## config.mk

```make
export PLATFORM = sky130hd
export DESIGN_NAME = multifunction_pin_mux
export DESIGN_NICKNAME = d
export VERILOG_FILES = /design/src/pin_mux_pkg.sv /design/src/multifunction_pin_mux.sv
export VERILOG_INCLUDE_DIRS = /design/src
export SDC_FILE = /design/constraint.sdc
export NUM_CORES = 1
export LEC_CHECK = 0
export ABC_AREA = 1
export BUFFER_PORTS_ARGS = -buffer_cell sky130_fd_sc_hd__buf_2
export CORE_MARGIN = 2
export CORE_UTILIZATION = 25
export DETAILED_ROUTE_END_ITERATION = 10
export GPL_ROUTABILITY_DRIVEN = 0
export GPL_TIMING_DRIVEN = 0
export PLACE_DENSITY = 0.45
export SYNTH_ARGS = -nofsm -noshare
export SYNTH_HDL_FRONTEND = slang
export SYNTH_SLANG_ARGS = --single-unit
```

## constraint.sdc

```tcl
create_clock -name clk -period 23.1 [get_ports clk]
set_input_delay 2.31 -clock clk [delete_from_list [all_inputs] [get_ports clk]]
set_output_delay 2.31 -clock clk [all_outputs]
set_load 0.005 [all_outputs]
```

## src/pin_mux_map.svh

```systemverilog
// pin mux constants: pin indices, clock rate, pulse generator limits
// assumes a single 40 MHz core clock
`ifndef PIN_MUX_MAP_SVH
`define PIN_MUX_MAP_SVH

`define PIN_COUNT        9
`define PIN_GP1          0
`define PIN_GP2          1
`define PIN_GP3          2
`define PIN_GP4          3
`define PIN_GP6          5
`define PIN_GP7          6
`define PIN_GP8          7
`define PIN_GP9          8

`define CLK_HZ           40000000
`define PULSE_FMAX_HZ    6000000
`define PULSE_FMIN_MHZ   60
`define PULSE_MIN_PERIOD ((`CLK_HZ + `PULSE_FMAX_HZ - 1) / `PULSE_FMAX_HZ)
`define PULSE_MAX_PERIOD ((64'(`CLK_HZ) * 64'h3E8) / 64'(`PULSE_FMIN_MHZ))

`define SYNC_RESET       1'h1
`define COUNT_WIDTH      32
`define PERIOD_WIDTH     30

`endif

```

## src/pin_mux_pkg.sv

```systemverilog
// pin mux types: pin function codes and per-pin configuration
// assumes nothing beyond the map header
package pin_mux_pkg;
    typedef enum logic [3:0] {
        FN_INPUT,
        FN_OUTPUT,
        FN_PULSE,
        FN_ANALOG,
        FN_HOST_RX,
        FN_HOST_TX,
        FN_HOST_DE,
        FN_SPI_CS,
        FN_SPI_CLK
    } pinFunc_t;

    typedef struct packed {
        pinFunc_t func;
        logic     countEn;
    } pinCfg_t;
endpackage

```

## src/multifunction_pin_mux.sv

```systemverilog
// multi-function header pin selector with shared pulse generator and pulse counters
// assumes config, data and driver-activity inputs come from logic on clk;
// pad inputs are asynchronous and are synchronised here
`include "pin_mux_map.svh"

// Summary of operation
// - the seventh pin offers digital in, digital out, pulse out, pulse count and host transmit data.
// - the third and seventh pins share one pulse generator and so one waveform setting.
// - the pulse is left aligned, high at period start, from 0.06 Hz to 6 MHz, 0 to 100 % duty.
// - a pin's pulse counter runs alongside whatever other function that pin has.
// - the network driver enable is high while network data is sent and low otherwise.
// - the eighth pin as host driver enable is high while host data is sent and low otherwise.
// - the eighth pin offers digital in, digital out, pulse count, host driver enable and chip select in, no pulse.
// - the ninth pin as SPI clock is an input driven by the master's clock output.
// - the first and second pins offer digital in, digital out, analog in and pulse count, no pulse.
// - the sixth pin as receive data is the host serial input paired with the seventh pin's transmit.
module multifunction_pin_mux #(
    parameter int COUNT_W  = `COUNT_WIDTH,
    parameter int PERIOD_W = `PERIOD_WIDTH
) (
    input  wire logic                      clk,
    input  wire logic                      rst,
    input  wire pin_mux_pkg::pinCfg_t      pinCfg [`PIN_COUNT],
    input  wire logic [`PIN_COUNT-1:0]     gpioOutData,
    input  wire logic [`PIN_COUNT-1:0]     countClear,
    input  wire logic [PERIOD_W-1:0]       pulsePeriod,
    input  wire logic [PERIOD_W-1:0]       pulseHigh,
    input  wire logic                      networkTxActive,
    input  wire logic                      hostTxData,
    input  wire logic                      hostTxActive,
    input  wire logic [`PIN_COUNT-1:0]     padIn,
    output logic [`PIN_COUNT-1:0]          padOut,
    output logic [`PIN_COUNT-1:0]          padOe,
    output logic [`PIN_COUNT-1:0]          gpioInData,
    output logic [COUNT_W-1:0]             pulseCount [`PIN_COUNT],
    output logic                           network_driver_enable,
    output logic                           analog_input_one,
    output logic                           analog_input_two,
    output logic                           hostRxData,
    output logic                           spiCsN,
    output logic                           spiClk
);
    localparam logic [63:0] MAX_PERIOD = `PULSE_MAX_PERIOD;
    localparam int          MIN_PERIOD = `PULSE_MIN_PERIOD;

    if (PERIOD_W < $clog2(MAX_PERIOD + 64'h1) || PERIOD_W > 63) begin : g_bad_period
        $error("PERIOD_W cannot hold the slowest pulse period");
    end
    if (COUNT_W < 1) begin : g_bad_count
        $error("COUNT_W must be at least one bit");
    end

    // which functions each pin may take; anything else leaves the pad released
    // and unsampled except by its pulse counter, so a bad setting can never fight an external driver
    function automatic logic fnLegal(input int idx, input pin_mux_pkg::pinFunc_t fn);
        logic ok;
        ok = 1'h0;
        unique case (fn)
            pin_mux_pkg::FN_INPUT, pin_mux_pkg::FN_OUTPUT: ok = 1'h1;
            pin_mux_pkg::FN_PULSE:   ok = (idx == `PIN_GP3) || (idx == `PIN_GP7);
            pin_mux_pkg::FN_ANALOG:  ok = (idx == `PIN_GP1) || (idx == `PIN_GP2);
            pin_mux_pkg::FN_HOST_RX: ok = (idx == `PIN_GP6);
            pin_mux_pkg::FN_HOST_TX: ok = (idx == `PIN_GP7);
            pin_mux_pkg::FN_HOST_DE: ok = (idx == `PIN_GP8);
            pin_mux_pkg::FN_SPI_CS:  ok = (idx == `PIN_GP8);
            pin_mux_pkg::FN_SPI_CLK: ok = (idx == `PIN_GP9);
            default:                 ok = 1'h0;
        endcase
        return ok;
    endfunction

    function automatic logic isFn(input int idx, input pin_mux_pkg::pinFunc_t fn);
        return (pinCfg[idx].func == fn) && fnLegal(idx, fn);
    endfunction

    // pad synchronisers; stage one feeds stage two only
    logic [`PIN_COUNT-1:0] syncA_r;
    logic [`PIN_COUNT-1:0] syncB_r;
    logic [`PIN_COUNT-1:0] syncPrev_r;

    always_ff @(posedge clk or posedge rst) begin
        // reset to the pulled-up idle level so no false count edge follows reset
        if (rst) begin
            syncA_r    <= {`PIN_COUNT{`SYNC_RESET}};
            syncB_r    <= {`PIN_COUNT{`SYNC_RESET}};
            syncPrev_r <= {`PIN_COUNT{`SYNC_RESET}};
        end else begin
            syncA_r    <= padIn;
            syncB_r    <= syncA_r;
            syncPrev_r <= syncB_r;
        end
    end

    // shared pulse generator
    logic [PERIOD_W-1:0] pulseCnt_r;
    logic [PERIOD_W-1:0] pulseCnt_nxt;
    logic                pulseLvl_r;
    logic                pulseLvl_nxt;
    logic [PERIOD_W-1:0] periodEff;

    always_comb begin
        periodEff = pulsePeriod;
        if (64'(pulsePeriod) < 64'(MIN_PERIOD)) begin
            periodEff = PERIOD_W'(MIN_PERIOD);
        end else if (64'(pulsePeriod) > MAX_PERIOD) begin
            periodEff = PERIOD_W'(MAX_PERIOD);
        end
        pulseCnt_nxt = pulseCnt_r + PERIOD_W'(1);
        if (pulseCnt_r >= periodEff - PERIOD_W'(1)) begin
            pulseCnt_nxt = '0;
        end
        pulseLvl_nxt = (pulseCnt_nxt < pulseHigh);
    end

    always_ff @(posedge clk or posedge rst) begin
        if (rst) begin
            pulseCnt_r <= '0;
            pulseLvl_r <= 1'h0;
        end else begin
            pulseCnt_r <= pulseCnt_nxt;
            pulseLvl_r <= pulseLvl_nxt;
        end
    end

    // per-pin drive, sampling and counting
    logic [`PIN_COUNT-1:0] padOut_nxt;
    logic [`PIN_COUNT-1:0] padOe_nxt;
    logic [`PIN_COUNT-1:0] gpioIn_nxt;
    logic [COUNT_W-1:0]    count_nxt [`PIN_COUNT];

    for (genvar i = 0; i < `PIN_COUNT; i++) begin : g_pin
        always_comb begin
            padOut_nxt[i] = 1'h0;
            padOe_nxt[i]  = 1'h0;
            if (isFn(i, pin_mux_pkg::FN_OUTPUT)) begin
                padOut_nxt[i] = gpioOutData[i];
                padOe_nxt[i]  = 1'h1;
            end else if (isFn(i, pin_mux_pkg::FN_PULSE)) begin
                padOut_nxt[i] = pulseLvl_r;
                padOe_nxt[i]  = 1'h1;
            end else if (isFn(i, pin_mux_pkg::FN_HOST_TX)) begin
                padOut_nxt[i] = hostTxData;
                padOe_nxt[i]  = 1'h1;
            end else if (isFn(i, pin_mux_pkg::FN_HOST_DE)) begin
                padOut_nxt[i] = hostTxActive;
                padOe_nxt[i]  = 1'h1;
            end
            gpioIn_nxt[i] = gpioInData[i];
            if (isFn(i, pin_mux_pkg::FN_INPUT)) begin
                gpioIn_nxt[i] = syncB_r[i];
            end
            count_nxt[i] = pulseCount[i];
            if (pinCfg[i].countEn && syncB_r[i] && !syncPrev_r[i]) begin
                // an edge in the clear cycle survives as a count of one
                count_nxt[i] = countClear[i] ? COUNT_W'(1) : pulseCount[i] + COUNT_W'(1);
            end else if (countClear[i]) begin
                count_nxt[i] = '0;
            end
        end

        always_ff @(posedge clk or posedge rst) begin
            if (rst) begin
                padOut[i]     <= 1'h0;
                padOe[i]      <= 1'h0;
                gpioInData[i] <= 1'h0;
                pulseCount[i] <= '0;
            end else begin
                padOut[i]     <= padOut_nxt[i];
                padOe[i]      <= padOe_nxt[i];
                gpioInData[i] <= gpioIn_nxt[i];
                pulseCount[i] <= count_nxt[i];
            end
        end
    end

    // host link, SPI pins, analog selects, network enable
    logic rxNxt;
    logic csNxt;
    logic sckNxt;
    logic an1Nxt;
    logic an2Nxt;

    always_comb begin
        // host receive input, idle high when unselected
        rxNxt  = isFn(`PIN_GP6, pin_mux_pkg::FN_HOST_RX) ? syncB_r[`PIN_GP6] : 1'h1;
        // chip select input, deselected unless chosen
        csNxt  = isFn(`PIN_GP8, pin_mux_pkg::FN_SPI_CS) ? syncB_r[`PIN_GP8] : 1'h1;
        sckNxt = isFn(`PIN_GP9, pin_mux_pkg::FN_SPI_CLK) ? syncB_r[`PIN_GP9] : 1'h0;
        // analog select on first two pins
        an1Nxt = isFn(`PIN_GP1, pin_mux_pkg::FN_ANALOG);
        an2Nxt = isFn(`PIN_GP2, pin_mux_pkg::FN_ANALOG);
    end

    always_ff @(posedge clk or posedge rst) begin
        if (rst) begin
            hostRxData            <= 1'h1;
            spiCsN                <= 1'h1;
            spiClk                <= 1'h0;
            analog_input_one      <= 1'h0;
            analog_input_two      <= 1'h0;
            network_driver_enable <= 1'h0;
        end else begin
            hostRxData            <= rxNxt;
            spiCsN                <= csNxt;
            spiClk                <= sckNxt;
            analog_input_one      <= an1Nxt;
            analog_input_two      <= an2Nxt;
            network_driver_enable <= networkTxActive;
        end
    end
endmodule

```

* Word-level counts from Yosys, hierarchy flattened
Cells that the tools add are included.
Storage, ports and cells: bits of input ports 137, output and inout bits 321, word-level logic and storage cells 334, flip-flop bits (word level) 379
Cells by class: equality and inequality tests 41, reductions and logical operators 72, mux-type cells 159, add/sub/neg operators 11, magnitude comparators 4
Operators with widths (number):
- two-way mux 32 bit | 27
- adder 32 x 1 -> 32 bit (second input constant) | 9
- two-way mux 1 bit | 129
- two-way mux 30 bit | 3
- equality test 4 x 3 -> 1 bit (second input constant) | 20
- logical AND 1 bit | 45
- equality test 4 x 2 -> 1 bit (second input constant) | 11
- equality test 4 x 1 -> 1 bit (second input constant) | 9
- zero test 4 bit | 9
- adder 30 x 1 -> 30 bit (second input constant) | 1
- >= comparator 30 bit | 1
- greater-than comparator 30 bit (second input constant) | 1
- < comparator 30 x 3 -> 1 bit (second input constant) | 1
- < comparator 30 bit | 1
- subtractor 30 x 1 -> 30 bit (second input constant) | 1
- nonzero test 2 bit | 9
- zero test 1 bit | 9
- equality test 4 bit (second input constant) | 1

* Depth between registers and ports, before layout
Gate-level depths: netlist (run 1).
word-level depth 14, gate-level depth with buffers 42, depth with buffers taken out 39

* Worst setup path after synthesis (run 1)
OpenSTA, ideal clock, no wires.
path type input to register, start point input pulsePeriod[16], end point register pulseLvl_r, buffers on the path 4, setup time 77 ps, required time 23023 ps, stages on the path 35, data arrival time 6724 ps, setup slack 16298 ps, path through nor2_1 > nand4_1 > nor3_2 > nand3_1 > nand2_2 > buf_4 > inv_1 > buf_2 > nor3_1 > ha_1 > nand3_1 > nor2_4 > inv_1 > nor2_2 > nand3_1 > nand2_1 > inv_1 > ha_1 > nand2_1 > nor2_1 > nand2_1 > nor2_1 > nand2_1 > nand2_1 > nor2_1 > nand2_1 > clkbuf_1 > clkbuf_1 > nor2_1 > ha_1 > nand2_1 > nor2_1 > a2111oi_0 > nand2_1 > a21oi_1
Between the ends: longest elaborated chain between the ends 7, elaborated cells between the ends (all ways) 8, classes of those cells add/sub (1); order compare (4); mux (3)
Ends and longest elaborated chain:
- start, declared | line multifunction_pin_mux.sv:26 | input wire logic [PERIOD_W-1:0] pulsePeriod,
- greater-than comparator 30 bit | line multifunction_pin_mux.sv:105 | end else if (64'(pulsePeriod) > MAX_PERIOD) begin
- two-way mux 30 bit | line multifunction_pin_mux.sv:105
- two-way mux 30 bit * | line multifunction_pin_mux.sv:103 | if (64'(pulsePeriod) < 64'(MIN_PERIOD)) begin
- subtractor 30 x 1 -> 30 bit * | line multifunction_pin_mux.sv:109 | if (pulseCnt_r >= periodEff - PERIOD_W'(1)) begin
- >= comparator 30 bit * | line multifunction_pin_mux.sv:109
- two-way mux 30 bit * | line multifunction_pin_mux.sv:109
- named net pulseCnt_nxt[13] | line multifunction_pin_mux.sv:96 | logic [PERIOD_W-1:0] pulseCnt_nxt;
- < comparator 30 bit * | line multifunction_pin_mux.sv:112 | pulseLvl_nxt = (pulseCnt_nxt < pulseHigh);
- named net pulseLvl_nxt | line multifunction_pin_mux.sv:98 | logic pulseLvl_nxt;
- end signal, assigned | line multifunction_pin_mux.sv:121 | pulseLvl_r <= pulseLvl_nxt;
- end, declared | line multifunction_pin_mux.sv:97 | logic pulseLvl_r;
Mark *: on every way through the listed nets, which the timed path passes. The rest lies on a longest branch. A chain may end at the register's enable or synchronous reset.

* Final worst setup path (run 1)
Same ends and word-level chain as after synthesis.

==> flow_summary.ini, run 1 <==
[synth]
synth_seq_cells = 379
ys_warn_count = 0
yosys.area_share.adder = 0.0391
synth.distinct_cells = 57
synth-simple-area-share = 0.305
synth_top_area_share = 0.391
synth_mux_area_frac = 0.00301
synth_edf_count = 0
yosysSeqAreaShare = 0.425
syn_nets = 3177
synthFlopType = dfrtp_1
avgSynthCellArea_um2 = 7.55
synth_compound_area_frac = 0.122
syn_area_mm2 = 0.0224
synth_area_leaders = dfrtp_1 39%, nand2_1 9.2%, inv_1 7.6%
synth-xor-area-share = 0.0203
syn_inst = 2970
synth_top_family_by_area = simple AND/OR/NAND/NOR gates
synth_top_cell_by_area = dfrtp_1
async_flop_share = 1.00

[sta]
fmax_mhz = 126
fin_skew_ns = 0.0325
worst_slew_pin_slew_ns = 0.769
relSlewSlack = 0.482
tns_ns = 0
maxSlewViolCount = 0
rsz0062_at_grt = false
period_minus_slack_ns = 7.91
setup_violations = 0
hold_viol = 0
period_share = 0.343

[critical_path]
crit_path_frequent_cell = nand2_1
reg2reg_from = pulseCnt_r[21]
required_ns = 23.62
worst-r2r-setup-slack_ns = 19.02
arrival_ns = 8.43
slowest_stage = clkbuf_1
end_kind = flip-flop
start_kind = input port
reg2reg_depth = 18
worstReg2RegEnd = pulseLvl_r
critPathBufInv = 8
critPathMaxFanout = 10
critPathMaxStageDelay_ns = 0.59
path_class = input port to flip-flop
critPathTopFamily = simple AND/OR/NAND/NOR gates

[hold_path]
hold_end = syncB_r[8]
hold_depth = 0
min_from = syncA_r[8]
holdCritPathClass = flip-flop to flip-flop

[clock_tree]
hold_buffers = 0
htreeDepth = 2
worst_setup_hold_path_clk_slew_ns = 0.06
clockBufferDepth = 3
cts.sinks = 379
clk_latency_ns = 0.61
cts-root-buf = clkbuf_16
tritoncts = done
cts_inserted_buffers = 49
post_cts_buffers = 0
cts_resized = 0

[flow_run]
maxCapViolations = 0

[pwr]
p_per_area_mw_per_mm2 = 59.3
leakage_nw = 13.4
peakVddDrop_uv = 49.0

[outcome]
status = completed

[place]
place_area_mm2 = 0.0263
io_buffers = 456
hpwl_um = 60800

[routing]
finalWirelength_um = 77300
wl_per_cell_um = 16.5
vias = 21829
drcViolationCount = 0
dr.pass1.iters = 8
via_per_inst = 4.65
drtIter0Drc = 1291
ant_nets = 0

[final_layout]
final_nets = 3688
design_area_mm2 = 0.0279
mostFrequentLayoutCell = nand2_1
drive_gt1_frac = 0.188
most-common-layout-cells = 552 x nand2_1, 459 x buf_2, 452 x inv_1
areaGrowthSynthToFinish_pct = 24.6

[floorplanning]
fp.dieH_um = 304
ioPinCount = 458
initial_utilization = 0.253
die_w_um = 304
core_area_mm2 = 0.0886
rows = 109
dieArea_mm2 = 0.0921

[global_route]
grt_max_degree = 102
grt_pass1_vias = 20831
overflow = 0
grt_usage = 0.163
grt_pass1_wl_um = 119000
antenna_found_initial = 6
metal layers:
layer  routed length [um]  share of wire  global-route usage  up-vias
met4                 2400          0.031              0.0563        2
met3                 3820          0.049              0.0251      112
met1                36200           0.47               0.226    10212
met2                34900           0.45               0.259      479
li1                     -              -                   -    11024
met5                   13        0.00017                   0        -
cell usage after synthesis, drive strengths merged (5+ instances only):
cell    instances
a211oi         10
a21oi         211
a311oi          5
a31oi          13
and3            9
buf            11
clkbuf         34
dfrtp         350
dfstp          29
ha             70
inv           459
mux2            6
nand2         561
nand3         193
nand3b         12
nand4         108
nor2          350
nor3          131
nor3b          25
nor4           73
o21a           30
o21ai         174
o221a           5
o31ai          22
xnor2           9
xor2           43
worst max-delay path by stage:
| stage | from | end | cells past startpoint |
|---|---|---|---|
| floorplan | rst | analog_input_one | 1 |
| global placement | rst | pulseCount[278] | 2 |
| detailed placement | pulsePeriod[22] | pulseLvl_r | 36 |
| CTS | pulsePeriod[22] | pulseLvl_r | 36 |
| global route | pulsePeriod[16] | pulseLvl_r | 38 |
| finish | pulsePeriod[16] | pulseLvl_r | 38 |
flip-flops by register name, indices dropped and copies added, names as in the netlist, 9 cells and up:
register,cells
pulseCount,288
padOe,9
gpioInData,9
syncB_r,9
padOut,9
syncPrev_r,9
pulseCnt_r,30
syncA_r,9
logic make-up after synthesis:
kind of cell               Yosys count
and+or+nand+nor                   1467
DFF                                379
buffers and inverters              506
adders and majority gates           70
muxes                                6
xor gates and xnor gates            52
AOI/OAI and AO/OA                  490
metrics by stage:
step	setup WS [ns]	cells	total power (W)	util	hold WS, ns
after floorplan	10.31	2970	0.000822	-	0.345
after global placement	4.49	4591	0.000889	0.295	0.345
after detailed placement	14.48	4595	0.000891	0.297	0.347
after CTS	15.10	4686	0.00169	0.315	0.357
after global routing	14.33	4690	0.00174	0.315	0.360
final	15.19	4691	0.00166	0.315	0.355
power breakdown:
part | switching, W | internal, W | leakage (nW)
Combinational | 0.000110 | 0.0000613 | 7.49
Clock | 0.000320 | 0.000460 | 0.805
Sequential | 0.0000200 | 0.000685 | 5.14
Total | 0.000450 | 0.00121 | 13.4
cell type report:
| class | instances | area [um^2] |
|---|---|---|
| clock buffers | 75 | 1460 |
| flip-flops and latches | 379 | 9520 |
| plain buffers | 45 | 199 |
| fillers | 9708 | 60700 |
| well taps | 1165 | 1460 |
| repair buffers | 460 | 2390 |
| multi-input cells | 2085 | 11000 |
| clock inverters | 16 | 175 |
| diodes | 5 | 12.5 |
| inverters | 461 | 1740 |
No activity file was read; power rests on OpenSTA's default activity.
==> run 2, diff against run 1 <==
--- a/config.mk
+++ b/config.mk
@@ -13,7 +13,7 @@
 export DETAILED_ROUTE_END_ITERATION = 10
 export GPL_ROUTABILITY_DRIVEN = 0
 export GPL_TIMING_DRIVEN = 0
-export PLACE_DENSITY = 0.45
+export PLACE_DENSITY = 0.46
 export SYNTH_ARGS = -nofsm -noshare
 export SYNTH_HDL_FRONTEND = slang
 export SYNTH_SLANG_ARGS = --single-unit
==> constraint.sdc (replaced) <==
create_clock -name clk -period 6.9 [get_ports clk]
set_input_delay 0.69 -clock clk [delete_from_list [all_inputs] [get_ports clk]]
set_output_delay 0.69 -clock clk [all_outputs]
set_load 0.005 [all_outputs]
==> run 2 against run 1 <==
Compared with the run above:
- sequential share of layout area is 0.20 points lower
- non-clock buffer count increased by 8
- via count decreased by 0.18%
- sequential power grew to 3.3 times the previous value
- clock skew grew 0.013 ns
- critical path type unchanged
- power rose to 3.4 times the previous value
- final cell count grew 0.13%
- worst setup slack got worse by 14 ns
==> flow_summary.ini, run 2 (same netlist as run 1, synthesis figures left out) <==
[sta]
worst_slew_pin_slew_ns = 0.794
maxSlewViolCount = 0
period_share = 0.894
rsz0062_at_grt = false
hold_viol = 0
period_minus_slack_ns = 6.17
relSlewSlack = 0.466
fin_skew_ns = 0.0459
setup_violations = 0
fmax_mhz = 162

[clock_tree]
tritoncts = done
cts-root-buf = clkbuf_16
clockBufferDepth = 3
cts_resized = 0
hold_buffers = 0
clk_latency_ns = 0.62
cts_inserted_buffers = 50
post_cts_buffers = 0
htreeDepth = 2
worst_setup_hold_path_clk_slew_ns = 0.06
cts.sinks = 379

[global_route]
grt_max_degree = 40
grt_pass1_vias = 20977
overflow = 0
grt_pass1_wl_um = 120000
antenna_found_initial = 0
grt_usage = 0.162

[final_layout]
mostFrequentLayoutCell = nand2_1
drive_gt1_frac = 0.190
most-common-layout-cells = 552 x nand2_1, 459 x buf_2, 452 x inv_1
diodes = 0
reg_top3 = pulseCount: 288 flops, pulseCnt_r: 30 flops
final_nets = 3697
final_util = 0.317
top_register = pulseCount
largest_register_ffs = 288
areaGrowthSynthToFinish_pct = 25.3

[pwr]
peakVddDrop_uv = 164
leakage_nw = 13.5
total_power_w = 0.00561
p_per_area_mw_per_mm2 = 199

[critical_path]
arrival_ns = 6.69
crit_end = pulseLvl_r
end_kind = flip-flop
reg2reg_from = pulseCnt_r[20]
path_class = input port to flip-flop
reg2reg_depth = 16
startpoint = pulsePeriod[17]
worstReg2RegEnd = pulseLvl_r
required_ns = 7.42
crit_path_frequent_cell = nand2_1
critPathMaxStageDelay_ns = 0.56
worst-r2r-setup-slack_ns = 2.93
critPathMaxFanout = 10
slowest_stage = clkbuf_1
start_kind = input port

[flow_run]
maxCapViolations = 0

[routing]
wl_per_cell_um = 16.4
ant_nets = 0
drcViolationCount = 0
dr.pass1.iters = 7
vias = 21789
via_per_inst = 4.64
finalWirelength_um = 76800
drtIter0Drc = 1340

[floorplanning]
ioPinCount = 458
die_w_um = 304
rows = 109
fp.dieH_um = 304
core_area_mm2 = 0.0886
dieArea_mm2 = 0.0921
initial_utilization = 0.253

[hold_path]
holdCritPathClass = input port to asynchronous set/reset pin

[place]
io_buffers = 456
hpwl_um = 61100

[outcome]
status = completed
==> run 2: changes by cell type in the layout (fill, tap and decap cells not counted), sizes merged <==
| cell | change |
|---|---|
| clkinv | +1 |
| bufinv | +1 |
| diode | -5 |
| inv | +1 |
| buf | +8 |
==> run 2: cell type report <==
cell class | instances | area [um^2]
tap | 1165 | 1460
timing repair buffer | 468 | 2520
multi-input combinational | 2085 | 11000
sequential | 379 | 9520
clock buffer | 75 | 1470
buffer | 45 | 199
clock inverter | 19 | 224
inverter | 461 | 1730
fill | 9683 | 60500
==> run 2: per-stage QoR <==
step / setup slack [ns] / instance area (um^2) / std cells / TNS (ns) / hold slack, ns
2_1_floorplan: 1.14 / 22400 / 2970 / 0 / 0.345
3_3_place_gp: -1.86 / 26200 / 4591 / -623.49 / 0.346
3_5_place_dp: -0.00595 / 26400 / 4603 / -0.00595 / 0.347
4_1_cts: 0.663 / 28100 / 4697 / 0 / 0.113
5_1_grt: 0.0960 / 28100 / 4697 / 0 / 0.129
6_report: 0.732 / 28100 / 4697 / 0 / 0.142
==> run 2: power by group <==
part           switching, W  leakage [nW]  total, W  internal, W
logic              0.000367          7.55  0.000579     0.000212
registers         0.0000680          5.14   0.00236      0.00229
clock network       0.00108         0.831   0.00266      0.00159
total               0.00151          13.5   0.00561      0.00409
==> run 2: worst min-delay path by stage <==
| stage | start | to | slack (ns) | depth (start not counted) |
|---|---|---|---|---|
| after global placement | syncA_r[5] | syncB_r[5] | 0.35 | 0 |
| after global routing | padIn[1] | syncA_r[1] | 0.13 | 1 |
| final | rst | network_driver_enable | 0.14 | 2 |
| after detailed placement | syncA_r[2] | syncB_r[2] | 0.35 | 0 |
| after CTS | padIn[1] | syncA_r[1] | 0.11 | 1 |
| after floorplan | syncA_r[0] | syncB_r[0] | 0.35 | 0 |
==> run 2: worst max-delay path: cells and delay by family <==
| kind | cells | cell delay (ns) |
|---|---|---|
| buffers and inverters | 8 | 1.68 |
| AO/OA/AOI/OAI | 5 | 0.80 |
| AND/OR/NAND/NOR | 22 | 2.66 |
| adder cells (fa/ha/maj) | 3 | 0.83 |
==> run 2: per-layer routing <==
layer,vias to the layer above,part of all wire,global-route usage
li1,11040,-,-
met3,74,0.048,0.0257
met1,10259,0.47,0.223
met2,416,0.47,0.267
met4,0,0.015,0.0345
met5,-,0,0
